--- config.mk ---
export PLATFORM = sky130hd
export DESIGN_NAME = ife_bank
export DESIGN_NICKNAME = d
export VERILOG_FILES = /design/src/design/ife_pkg.sv /design/src/design/ife_bank.sv
export VERILOG_INCLUDE_DIRS = /design/src /design/src/design
export SDC_FILE = /design/constraint.sdc
export NUM_CORES = 1
export LEC_CHECK = 0
export ABC_AREA = 1
export ABC_CLOCK_PERIOD_IN_PS = 3600
export BUFFER_PORTS_ARGS = -buffer_cell sky130_fd_sc_hd__buf_2
export CAP_MARGIN = 10
export CELL_PAD_IN_SITES_DETAIL_PLACEMENT = 0
export CELL_PAD_IN_SITES_GLOBAL_PLACEMENT = 1
export CORE_ASPECT_RATIO = 0.7
export CORE_UTILIZATION = 30
export DETAILED_ROUTE_END_ITERATION = 16
export PLACE_DENSITY = 0.77
export SETUP_SLACK_MARGIN = 0.5
export SLEW_MARGIN = 40
export SYNTH_ARGS = -nofsm -noshare
export SYNTH_HDL_FRONTEND = slang
export SYNTH_SLANG_ARGS = --single-unit
--- constraint.sdc ---
create_clock -name ref_clk -period 3.6 [get_ports ref_clk]
set_input_delay 0.18 -clock ref_clk [delete_from_list [all_inputs] [get_ports ref_clk]]
set_output_delay 0.18 -clock ref_clk [all_outputs]
set_load 0.02 [all_outputs]
--- src/design/ife_defs.svh ---
// Register offsets, field positions and masks of the interrupt flag and enable bank
`ifndef IFE_DEFS_SVH
`define IFE_DEFS_SVH

// ****************************************************************
// Register word offsets
// ****************************************************************
`define IFE_OFF_FLAGS1   4'h0
`define IFE_OFF_FLAGS3   4'h1
`define IFE_OFF_FLAGS4   4'h2
`define IFE_OFF_ENABLES0 4'h3
`define IFE_OFF_ENABLES1 4'h4
`define IFE_OFF_IRQ_STAT 4'h5
`define IFE_OFF_IRQ_MASK 4'h6

// ****************************************************************
// Implemented bit masks
// ****************************************************************
`define IFE_MASK_FLAGS1   16'h20db
`define IFE_MASK_FLAGS3   16'h8600
`define IFE_MASK_FLAGS4   16'h0602
`define IFE_MASK_ENABLES0 16'h3fef
`define IFE_MASK_IRQ      16'h000f
`define IFE_RESET_VALUE   16'h0000

// ****************************************************************
// Field positions
// ****************************************************************
`define IFE_BIT_EXT_IRQ2       13
`define IFE_BIT_CAPTURE8        7
`define IFE_BIT_CAPTURE7        6
`define IFE_BIT_EXT_IRQ1        4
`define IFE_BIT_CHANGE_NOTIFY   3
`define IFE_BIT_I2C_MASTER      1
`define IFE_BIT_I2C_SLAVE       0
`define IFE_BIT_PWM1_FAULT     15
`define IFE_BIT_POS_DECODER    10
`define IFE_BIT_PWM1_ERROR      9
`define IFE_BIT_PWM2_FAULT     10
`define IFE_BIT_PWM2_ERROR      9
`define IFE_BIT_UART_ERROR      1
`define IFE_BIT_ADC_DONE       13
`define IFE_BIT_UART_TX        12
`define IFE_BIT_UART_RX        11
`define IFE_BIT_SPI_EVENT      10
`define IFE_BIT_SPI_FAULT       9
`define IFE_BIT_TIMER3          8
`define IFE_BIT_CAPTURE1        1
`define IFE_BIT_EXT_IRQ0        0

`endif

--- src/design/ife_pkg.sv ---
// Types shared by the interrupt flag and enable bank
package ife_pkg;

  // Avalon-MM request carried as one bundle
  typedef struct packed {
    logic [3:0]  address;
    logic        read;
    logic        write;
    logic [3:0]  byteenable;
    logic [31:0] writedata;
  } ife_avmm_req_t;

  // Request lines from the peripherals, one per flag register
  typedef struct packed {
    logic [15:0] flags1;
    logic [15:0] flags3;
    logic [15:0] flags4;
  } ife_src_t;

  // Bus slave states, Gray coded
  typedef enum logic [1:0] {
    IFE_IDLE = 2'b00,
    IFE_ACK  = 2'b01
  } ife_bus_state_t;

endpackage

--- src/design/ife_bank.sv ---
// Interrupt flag status and enable bank behind an Avalon-MM slave
//
// Notes on behaviour
// - Flag reads one after its request
// - Enable one passes the request on
// - Unimplemented bits always read zero
// - Change notify flag at bit 3
// - Capture 8 flag at bit 7
// - Capture 7 flag at bit 6
// - Third flags: 15, 10, 9 only
// - Fourth flags: 10, 9, 1 only
// - Enables0: ADC 13, UART tx 12, SPI fault 9
// - UART rx enable at bit 11
// - SPI event enable at bit 10
// - Timer 3 enable at bit 8
// - Capture 1 enable at bit 1
// - External irq 0 enable at bit 0
// - Cleared enables1 bit blocks a set flags1 flag; flags3 and flags4 pass ungated
// - Enables1 matches flags1 bit layout
`timescale 1ns/1ps
`include "ife_defs.svh"

module ife_bank (
  // Clock and reset
  input  wire logic                  ref_clk,
  input  wire logic                  rst_n,
  // Avalon-MM slave
  input  wire ife_pkg::ife_avmm_req_t avs_req,
  output logic [31:0]                avs_readdata,
  output logic                       avs_waitrequest,
  output logic [1:0]                 avs_response,
  // Peripheral request pulses or levels, same clock
  input  wire ife_pkg::ife_src_t     src_req,
  input  wire logic [13:0]           enables0_req,
  // Requests towards arbitration, flags1 and enables0 gated by their enables
  output logic [15:0]                pend_flags1,
  output logic [15:0]                pend_flags3,
  output logic [15:0]                pend_flags4,
  output logic [15:0]                pend_enables0,
  // Summary interrupt
  output logic                       irq
);

  // ****************************************************************
  // Storage
  // ****************************************************************
  logic [15:0]             irq_flags_1;
  logic [15:0]             irq_flags_3;
  logic [15:0]             irq_flags_4;
  logic [15:0]             irq_enables_0;
  logic [15:0]             irq_enables_1;
  logic [15:0]             irq_stat;
  logic [15:0]             irq_mask;
  ife_pkg::ife_bus_state_t state;

  // ****************************************************************
  // Bus decode
  // ****************************************************************
  // Accept on the first cycle, answer one cycle later
  wire        req_any   = avs_req.read | avs_req.write;
  wire        take      = req_any & (state == ife_pkg::IFE_IDLE);
  wire        wr        = take & avs_req.write;
  wire [15:0] wmask     = {{8{avs_req.byteenable[1]}}, {8{avs_req.byteenable[0]}}};
  wire [15:0] wdata     = avs_req.writedata[15:0];
  wire [3:0]  widx      = avs_req.address;
  wire        hit_f1    = widx == `IFE_OFF_FLAGS1;
  wire        hit_f3    = widx == `IFE_OFF_FLAGS3;
  wire        hit_f4    = widx == `IFE_OFF_FLAGS4;
  wire        hit_e0    = widx == `IFE_OFF_ENABLES0;
  wire        hit_e1    = widx == `IFE_OFF_ENABLES1;
  wire        hit_st    = widx == `IFE_OFF_IRQ_STAT;
  wire        hit_mk    = widx == `IFE_OFF_IRQ_MASK;
  wire        mapped    = hit_f1 | hit_f3 | hit_f4 | hit_e0 | hit_e1 | hit_st | hit_mk;

  // ****************************************************************
  // Flag update
  // ****************************************************************
  // Request sets win over a software clear in the same cycle
  function automatic logic [15:0] flag_next(input logic [15:0] cur,
                                            input logic [15:0] set,
                                            input logic        hit,
                                            input logic [15:0] impl);
    logic [15:0] v;
    v = cur;
    if (hit) begin
      v = (cur & ~wmask) | (wdata & wmask);
    end
    flag_next = (v | set) & impl;
  endfunction

  // sticky flags, software set and clear
  wire [15:0] next_flags_1   = flag_next(irq_flags_1, src_req.flags1, wr & hit_f1,
                                         `IFE_MASK_FLAGS1);
  wire [15:0] next_flags_3   = flag_next(irq_flags_3, src_req.flags3, wr & hit_f3,
                                         `IFE_MASK_FLAGS3);
  wire [15:0] next_flags_4   = flag_next(irq_flags_4, src_req.flags4, wr & hit_f4,
                                         `IFE_MASK_FLAGS4);
  // Enables0 sources have no flags here; their requests arrive in bit order
  wire [15:0] src0           = {2'h0, enables0_req} & `IFE_MASK_ENABLES0;

  // Events for the summary interrupt: a new request per register
  wire [3:0]  evt = {|(src0 & irq_enables_0 & ~pend_enables0),
                     |(src_req.flags4 & ~irq_flags_4 & `IFE_MASK_FLAGS4),
                     |(src_req.flags3 & ~irq_flags_3 & `IFE_MASK_FLAGS3),
                     |(src_req.flags1 & ~irq_flags_1 & `IFE_MASK_FLAGS1)};
  wire [15:0] stat_clr       = (wr & hit_st) ? (wdata & wmask) : `IFE_RESET_VALUE;
  wire [15:0] next_stat      = ((irq_stat & ~stat_clr) | {12'h000, evt}) & `IFE_MASK_IRQ;

  wire [15:0] rd16 = hit_f1 ? irq_flags_1 :
                     hit_f3 ? irq_flags_3 :
                     hit_f4 ? irq_flags_4 :
                     hit_e0 ? irq_enables_0 :
                     hit_e1 ? irq_enables_1 :
                     hit_st ? irq_stat :
                     hit_mk ? irq_mask : `IFE_RESET_VALUE;

  // ****************************************************************
  // Registers
  // ****************************************************************
  // everything clears at reset
  always_ff @(posedge ref_clk or negedge rst_n) begin
    if (!rst_n) begin
      irq_flags_1   <= `IFE_RESET_VALUE;
      irq_flags_3   <= `IFE_RESET_VALUE;
      irq_flags_4   <= `IFE_RESET_VALUE;
      irq_stat      <= `IFE_RESET_VALUE;
    end else begin
      irq_flags_1   <= next_flags_1;
      irq_flags_3   <= next_flags_3;
      irq_flags_4   <= next_flags_4;
      irq_stat      <= next_stat;
    end
  end

  // Software-owned enables and mask
  always_ff @(posedge ref_clk or negedge rst_n) begin
    if (!rst_n) begin
      irq_enables_0 <= `IFE_RESET_VALUE;
      irq_enables_1 <= `IFE_RESET_VALUE;
      irq_mask      <= `IFE_RESET_VALUE;
    end else if (wr) begin
      // enables0 layout, bits 15-14 and 4 held zero
      if (hit_e0) begin
        irq_enables_0 <= ((irq_enables_0 & ~wmask) | (wdata & wmask)) & `IFE_MASK_ENABLES0;
      end
      if (hit_e1) begin
        irq_enables_1 <= ((irq_enables_1 & ~wmask) | (wdata & wmask)) & `IFE_MASK_FLAGS1;
      end
      if (hit_mk) begin
        irq_mask      <= ((irq_mask & ~wmask) | (wdata & wmask)) & `IFE_MASK_IRQ;
      end
    end
  end

  // ****************************************************************
  // Pending requests, enabled for flags1 and enables0
  // ****************************************************************
  // pass flags1 and enables0 requests only when enabled; flags3 and flags4 pass ungated
  always_ff @(posedge ref_clk or negedge rst_n) begin
    if (!rst_n) begin
      pend_flags1   <= `IFE_RESET_VALUE;
      pend_flags3   <= `IFE_RESET_VALUE;
      pend_flags4   <= `IFE_RESET_VALUE;
      pend_enables0 <= `IFE_RESET_VALUE;
      irq           <= 1'b0;
    end else begin
      pend_flags1   <= next_flags_1 & irq_enables_1;
      pend_flags3   <= next_flags_3;
      pend_flags4   <= next_flags_4;
      pend_enables0 <= src0 & irq_enables_0;
      irq           <= |(next_stat & irq_mask);
    end
  end

  // ****************************************************************
  // Bus answer
  // ****************************************************************
  // Waitrequest high until the answer cycle; unmapped reads zero, slave error
  always_ff @(posedge ref_clk or negedge rst_n) begin
    if (!rst_n) begin
      state           <= ife_pkg::IFE_IDLE;
      avs_waitrequest <= 1'b1;
      avs_readdata    <= 32'h0000_0000;
      avs_response    <= 2'b00;
    end else if (take) begin
      state           <= ife_pkg::IFE_ACK;
      avs_waitrequest <= 1'b0;
      avs_readdata    <= {16'h0000, avs_req.read ? rd16 : `IFE_RESET_VALUE};
      avs_response    <= mapped ? 2'b00 : 2'b10;
    end else begin
      state           <= ife_pkg::IFE_IDLE;
      avs_waitrequest <= 1'b1;
      avs_response    <= 2'b00;
    end
  end

  // ****************************************************************
  // Checks
  // ****************************************************************
  // reserved bits of flags1 stay zero
  property p_flags1_reserved;
    @(posedge ref_clk) disable iff (!rst_n)
      (irq_flags_1 & ~`IFE_MASK_FLAGS1) == 16'h0000;
  endproperty
  a_flags1_reserved: assert property (p_flags1_reserved) else $error("flags1 reserved set");

  property p_flag_sets;
    @(posedge ref_clk) disable iff (!rst_n)
      src_req.flags1[`IFE_BIT_CHANGE_NOTIFY] |=> irq_flags_1[`IFE_BIT_CHANGE_NOTIFY];
  endproperty
  a_flag_sets: assert property (p_flag_sets) else $error("change flag not set");

  property p_cap8;
    @(posedge ref_clk) disable iff (!rst_n)
      src_req.flags1[`IFE_BIT_CAPTURE8] |=> irq_flags_1[`IFE_BIT_CAPTURE8];
  endproperty
  a_cap8: assert property (p_cap8) else $error("capture8 flag not set");

  property p_flags3_layout;
    @(posedge ref_clk) disable iff (!rst_n)
      (irq_flags_3 & ~`IFE_MASK_FLAGS3) == 16'h0000;
  endproperty
  a_flags3_layout: assert property (p_flags3_layout) else $error("flags3 bad bit");

  property p_flags4_layout;
    @(posedge ref_clk) disable iff (!rst_n)
      src_req.flags4[`IFE_BIT_UART_ERROR] |=> irq_flags_4[`IFE_BIT_UART_ERROR];
  endproperty
  a_flags4_layout: assert property (p_flags4_layout) else $error("uart error flag lost");

  property p_sticky;
    @(posedge ref_clk) disable iff (!rst_n)
      (irq_flags_3[`IFE_BIT_PWM1_FAULT] && !(wr && hit_f3))
        |=> irq_flags_3[`IFE_BIT_PWM1_FAULT];
  endproperty
  a_sticky: assert property (p_sticky) else $error("flag dropped without write");

  property p_gate;
    @(posedge ref_clk) disable iff (!rst_n)
      !irq_enables_1[`IFE_BIT_EXT_IRQ2] |=> !pend_flags1[`IFE_BIT_EXT_IRQ2] || $past(wr);
  endproperty
  a_gate: assert property (p_gate) else $error("disabled request passed");

  property p_en0_reserved;
    @(posedge ref_clk) disable iff (!rst_n)
      (irq_enables_0 & ~`IFE_MASK_ENABLES0) == 16'h0000;
  endproperty
  a_en0_reserved: assert property (p_en0_reserved) else $error("enables0 reserved set");

  property p_answer;
    @(posedge ref_clk) disable iff (!rst_n)
      (req_any && state == ife_pkg::IFE_IDLE) |=> !avs_waitrequest ##1 avs_waitrequest;
  endproperty
  a_answer: assert property (p_answer) else $error("bus answer timing");

  property p_cap7;
    @(posedge ref_clk) disable iff (!rst_n)
      src_req.flags1[`IFE_BIT_CAPTURE7] |=> irq_flags_1[`IFE_BIT_CAPTURE7];
  endproperty
  a_cap7: assert property (p_cap7) else $error("capture7 flag not set");

  property p_ext_irq2;
    @(posedge ref_clk) disable iff (!rst_n)
      src_req.flags1[`IFE_BIT_EXT_IRQ2] |=> irq_flags_1[`IFE_BIT_EXT_IRQ2];
  endproperty
  a_ext_irq2: assert property (p_ext_irq2) else $error("ext irq2 flag not set");

  property p_i2c_master;
    @(posedge ref_clk) disable iff (!rst_n)
      src_req.flags1[`IFE_BIT_I2C_MASTER] |=> irq_flags_1[`IFE_BIT_I2C_MASTER];
  endproperty
  a_i2c_master: assert property (p_i2c_master) else $error("i2c flag not set");

  property p_pwm1_error;
    @(posedge ref_clk) disable iff (!rst_n)
      src_req.flags3[`IFE_BIT_PWM1_ERROR] |=> irq_flags_3[`IFE_BIT_PWM1_ERROR];
  endproperty
  a_pwm1_error: assert property (p_pwm1_error) else $error("pwm1 error flag lost");

  property p_flags4_reserved;
    @(posedge ref_clk) disable iff (!rst_n)
      (irq_flags_4 & ~`IFE_MASK_FLAGS4) == 16'h0000;
  endproperty
  a_flags4_reserved: assert property (p_flags4_reserved) else $error("flags4 bad bit");

  property p_flag_quiet;
    @(posedge ref_clk) disable iff (!rst_n)
      (!irq_flags_3[`IFE_BIT_POS_DECODER] && !src_req.flags3[`IFE_BIT_POS_DECODER]
        && !(wr && hit_f3)) |=> !irq_flags_3[`IFE_BIT_POS_DECODER];
  endproperty
  a_flag_quiet: assert property (p_flag_quiet) else $error("flag set unasked");

  property p_sw_set;
    @(posedge ref_clk) disable iff (!rst_n)
      (wr && hit_f4 && avs_req.byteenable[1] && wdata[`IFE_BIT_PWM2_FAULT])
        |=> irq_flags_4[`IFE_BIT_PWM2_FAULT];
  endproperty
  a_sw_set: assert property (p_sw_set) else $error("software set lost");

  property p_uart_rx_en;
    @(posedge ref_clk) disable iff (!rst_n)
      (wr && hit_e0 && avs_req.byteenable[1])
        |=> irq_enables_0[`IFE_BIT_UART_RX] == $past(wdata[`IFE_BIT_UART_RX]);
  endproperty
  a_uart_rx_en: assert property (p_uart_rx_en) else $error("uart rx enable wrong");

  property p_spi_event_en;
    @(posedge ref_clk) disable iff (!rst_n)
      (wr && hit_e0 && avs_req.byteenable[1])
        |=> irq_enables_0[`IFE_BIT_SPI_EVENT] == $past(wdata[`IFE_BIT_SPI_EVENT]);
  endproperty
  a_spi_event_en: assert property (p_spi_event_en) else $error("spi enable wrong");

  property p_timer3_en;
    @(posedge ref_clk) disable iff (!rst_n)
      (wr && hit_e0 && avs_req.byteenable[1])
        |=> irq_enables_0[`IFE_BIT_TIMER3] == $past(wdata[`IFE_BIT_TIMER3]);
  endproperty
  a_timer3_en: assert property (p_timer3_en) else $error("timer3 enable wrong");

  property p_capture1_en;
    @(posedge ref_clk) disable iff (!rst_n)
      (wr && hit_e0 && avs_req.byteenable[0])
        |=> irq_enables_0[`IFE_BIT_CAPTURE1] == $past(wdata[`IFE_BIT_CAPTURE1]);
  endproperty
  a_capture1_en: assert property (p_capture1_en) else $error("capture1 enable wrong");

  property p_ext_irq0_en;
    @(posedge ref_clk) disable iff (!rst_n)
      (wr && hit_e0 && avs_req.byteenable[0])
        |=> irq_enables_0[`IFE_BIT_EXT_IRQ0] == $past(wdata[`IFE_BIT_EXT_IRQ0]);
  endproperty
  a_ext_irq0_en: assert property (p_ext_irq0_en) else $error("ext irq0 enable wrong");

  property p_en0_pass;
    @(posedge ref_clk) disable iff (!rst_n)
      (src0[`IFE_BIT_ADC_DONE] && irq_enables_0[`IFE_BIT_ADC_DONE])
        |=> pend_enables0[`IFE_BIT_ADC_DONE];
  endproperty
  a_en0_pass: assert property (p_en0_pass) else $error("enabled request dropped");

  property p_en0_block;
    @(posedge ref_clk) disable iff (!rst_n)
      !irq_enables_0[`IFE_BIT_UART_TX] |=> !pend_enables0[`IFE_BIT_UART_TX];
  endproperty
  a_en0_block: assert property (p_en0_block) else $error("disabled enables0 passed");

  property p_en1_reserved;
    @(posedge ref_clk) disable iff (!rst_n)
      (irq_enables_1 & ~`IFE_MASK_FLAGS1) == 16'h0000;
  endproperty
  a_en1_reserved: assert property (p_en1_reserved) else $error("enables1 reserved set");

  property p_reset_clear;
    @(posedge ref_clk) disable iff (!rst_n)
      $rose(rst_n) |-> (irq_flags_1 | irq_flags_3 | irq_flags_4 | irq_enables_0) == 16'h0000;
  endproperty
  a_reset_clear: assert property (p_reset_clear) else $error("state not clear at reset");

endmodule

==> flow_metrics.tcl <==
set metrics [dict create \
    required_ns 3.80 \
    vias 3209 \
    fin_ws_ns 1.72 \
    outcome "complete, no violations" \
    synth_commonest_cells "nand2_1 (138), dfrtp_1 (79), inv_1 (73)" \
    yosys_register_bits 80 \
    wire_per_inst_microns 14.1 \
    die-area_sq_um 13900 \
    cts_resized 0 \
    placed_area_sq_um 4490 \
    vias_per_cell 4.26 \
    synth_top_cell_by_area "dfrtp_1" \
    io_buffers 94 \
    leakagePower_nw 2.73 \
    worstHoldPathCells 3 \
    dieWidth_microns 141 \
    cts_buffers 9 \
    fmax_ghz 0.533 \
    power_density_nw_per_um2 533 \
    nets 689 \
    yosysTopAreaCellShare_pct 48.9 \
    die_y_microns 99.1 \
    multiInputGateArea_sq_um 1510 \
    wl_met3_microns 632 \
    finalHoldViolCount 0 \
    power.total_mw 2.59 \
    cp-end-kind "flip-flop" \
    rsz0062_at_grt "no" \
    synth_async_sr_flop_share_pct 100 \
    ys_types 30 \
    num_antenna_cells 0 \
    drc 0 \
    top_layer "met4" \
    clock_skew_ns 0.00980 \
    worstMarginPinSlew_ns 0.670 \
    ant_nets 0 \
    cts_sinks 80 \
    startpoint_type "flip-flop" \
    drive_above_1_share_pct 22.3 \
    ir_drop_mv 0.193 \
    dpl.hpwl_mm 7.98 \
    area_growth_pct 20.1 \
    root_buffer "clkbuf_16" \
    synth-edff-count 0 \
    overflow 0 \
    first_iter_violations 140 \
    clk_latency_ns 0.34 \
    hold_slack_ns 0.0425 \
    dp_slack_ns 1.70 \
    core_area_sq_um 13100 \
    antenna_found_initial 0 \
    seq_area_sq_um 2000 \
    ioPinCount 206 \
    slew_headroom_pct 55.2 \
    finalSetupTns_ns 0 \
    grt_max_degree 81 \
    htreeDepth 3 \
    maxCapViolations 0 \
    syn_area_sq_um 4040 \
    grt_pass1_wl_mm 16.6 \
    synth_ff_type "dfrtp_1" \
    grt.total_usage_pct 15.9 \
    drv_slew 0 \
    met2WireLength_mm 4.52 \
    routed_wl_mm 10.6 \
    grt_pass1_vias 3163 \
    fin_crit_ns 1.88 \
    wl_met1_mm 5.34 \
    period_share_pct 52.1 \
    setup_viol 0 \
    synth_most_common_cell "nand2_1" \
    globalplace.congestion 0.814 \
    critPathKind "reg -> reg" \
    fin_area_sq_um 4850 \
    worst_hold_path_type "in -> reg" \
    cp.arrival_ns 2.07 \
    postSynthAreaPerCell_sq_um 8.38 \
    yosysWarnings 0 \
    path_max_fanout 22 \
    num-fill-cells 1395 \
    cts_max_path_buffers 2 \
    ys_seq_area_share_pct 49.6 \
    worstRegToRegCells 5 \
    ys_top_cells_by_area "dfrtp_1 (49%), nand2_1 (13%), buf_4 (11%), inv_1 (6.8%), o21ai_0 (4.5%)" \
    rows 35 \
    initial_core_util_pct 30.8 \
    first_pass_iters 4 \
    synthCells 482 \
    cts_tree "done" \
    path_clk_slew_ns 0.06 \
]
-- metrics by stage --
stage	instances	util, %
global placement	737	34.1
detailed placement	737	34.1
floorplan	537	-
global route	754	36.9
CTS	754	36.9
finish	754	36.9
-- cells in the final DEF (no fill, tap or decap), types with 2 or more instances in the layout --
master,n
o221ai_1,2
a21oi_1,12
clkinv_4,3
bufinv_16,3
a22o_1,2
mux2_1,6
dfrtp_1,79
buf_2,93
nand2_1,138
clkbuf_8,2
o211ai_1,2
clkbuf_16,9
inv_1,73
nand4_1,6
nor2_2,3
o21ai_0,36
nand3b_1,4
or2_2,4
nor2_1,13
inv_2,4
conb_1,56
nand2_4,2
nand3_1,20
nor2_4,3
o22ai_1,4
-- worst max-delay path, stage by stage (launching register included) --
cell      delay [ns]
dfrtp_1         0.36
o21bai_4        0.33
nor2_4          0.25
nand2_1         0.21
nor2_2          0.40
o21ai_0         0.17
-- report_power, final --
group | internal (mW) | switching, mW
Clock | 0.700 | 0.391
Sequential | 1.01 | 0.0674
Combinational | 0.125 | 0.299
-- logic make-up after synthesis --
| logic type | share of synthesized area (%) |
|---|---|
| compound gates | 9.17 |
| buf+inv | 18.2 |
| flops | 49.6 |
| mux | 1.67 |
| other cells | 0.0928 |
| simple gates | 21.3 |
-- final cells by class --
class	instances	area share (%)
Tap cell	166	4.28
Clock buffer	10	4.92
Clock inverter	6	2.40
Sequential cell	80	41.3
Multi-Input combinational cell	320	31.1
Timing Repair Buffer	95	10.1
Inverter	77	5.96
-- timing repair --
action                                 4_1_cts  5_1_grt
hold buffers                                 1        0
setup buffers                                0        0
setup endpoints to repair                    0        0
endpoints found under the hold margin       79        0
-- layer usage --
layer | track usage (%) | up-vias
met5 | 0 | -
met4 | 5.35 | 0
met3 | 4.77 | 14
met2 | 23.8 | 97
met1 | 22.0 | 1490
li1 | - | 1608
-- path summary, 6_finish.rpt --
check / start / endpoint / slack (ns)
min reg2reg: flip-flop / pend_enables0[13]$_DFF_PN0_ / 0.47
max in group asynchronous: rst_n / avs_readdata[3]$_DFFE_PN0N_ / 2.71
max reg2reg: state[0]$_DFF_PN0_ / flip-flop / 1.72
max: state[0]$_DFF_PN0_ / flip-flop / 1.72
min in group asynchronous: rst_n / pend_flags4[10]$_DFF_PN0_ / 0.45
min: enables0_req[11] / pend_enables0[11]$_DFF_PN0_ / 0.04
(Power assumes the default switching activity.)
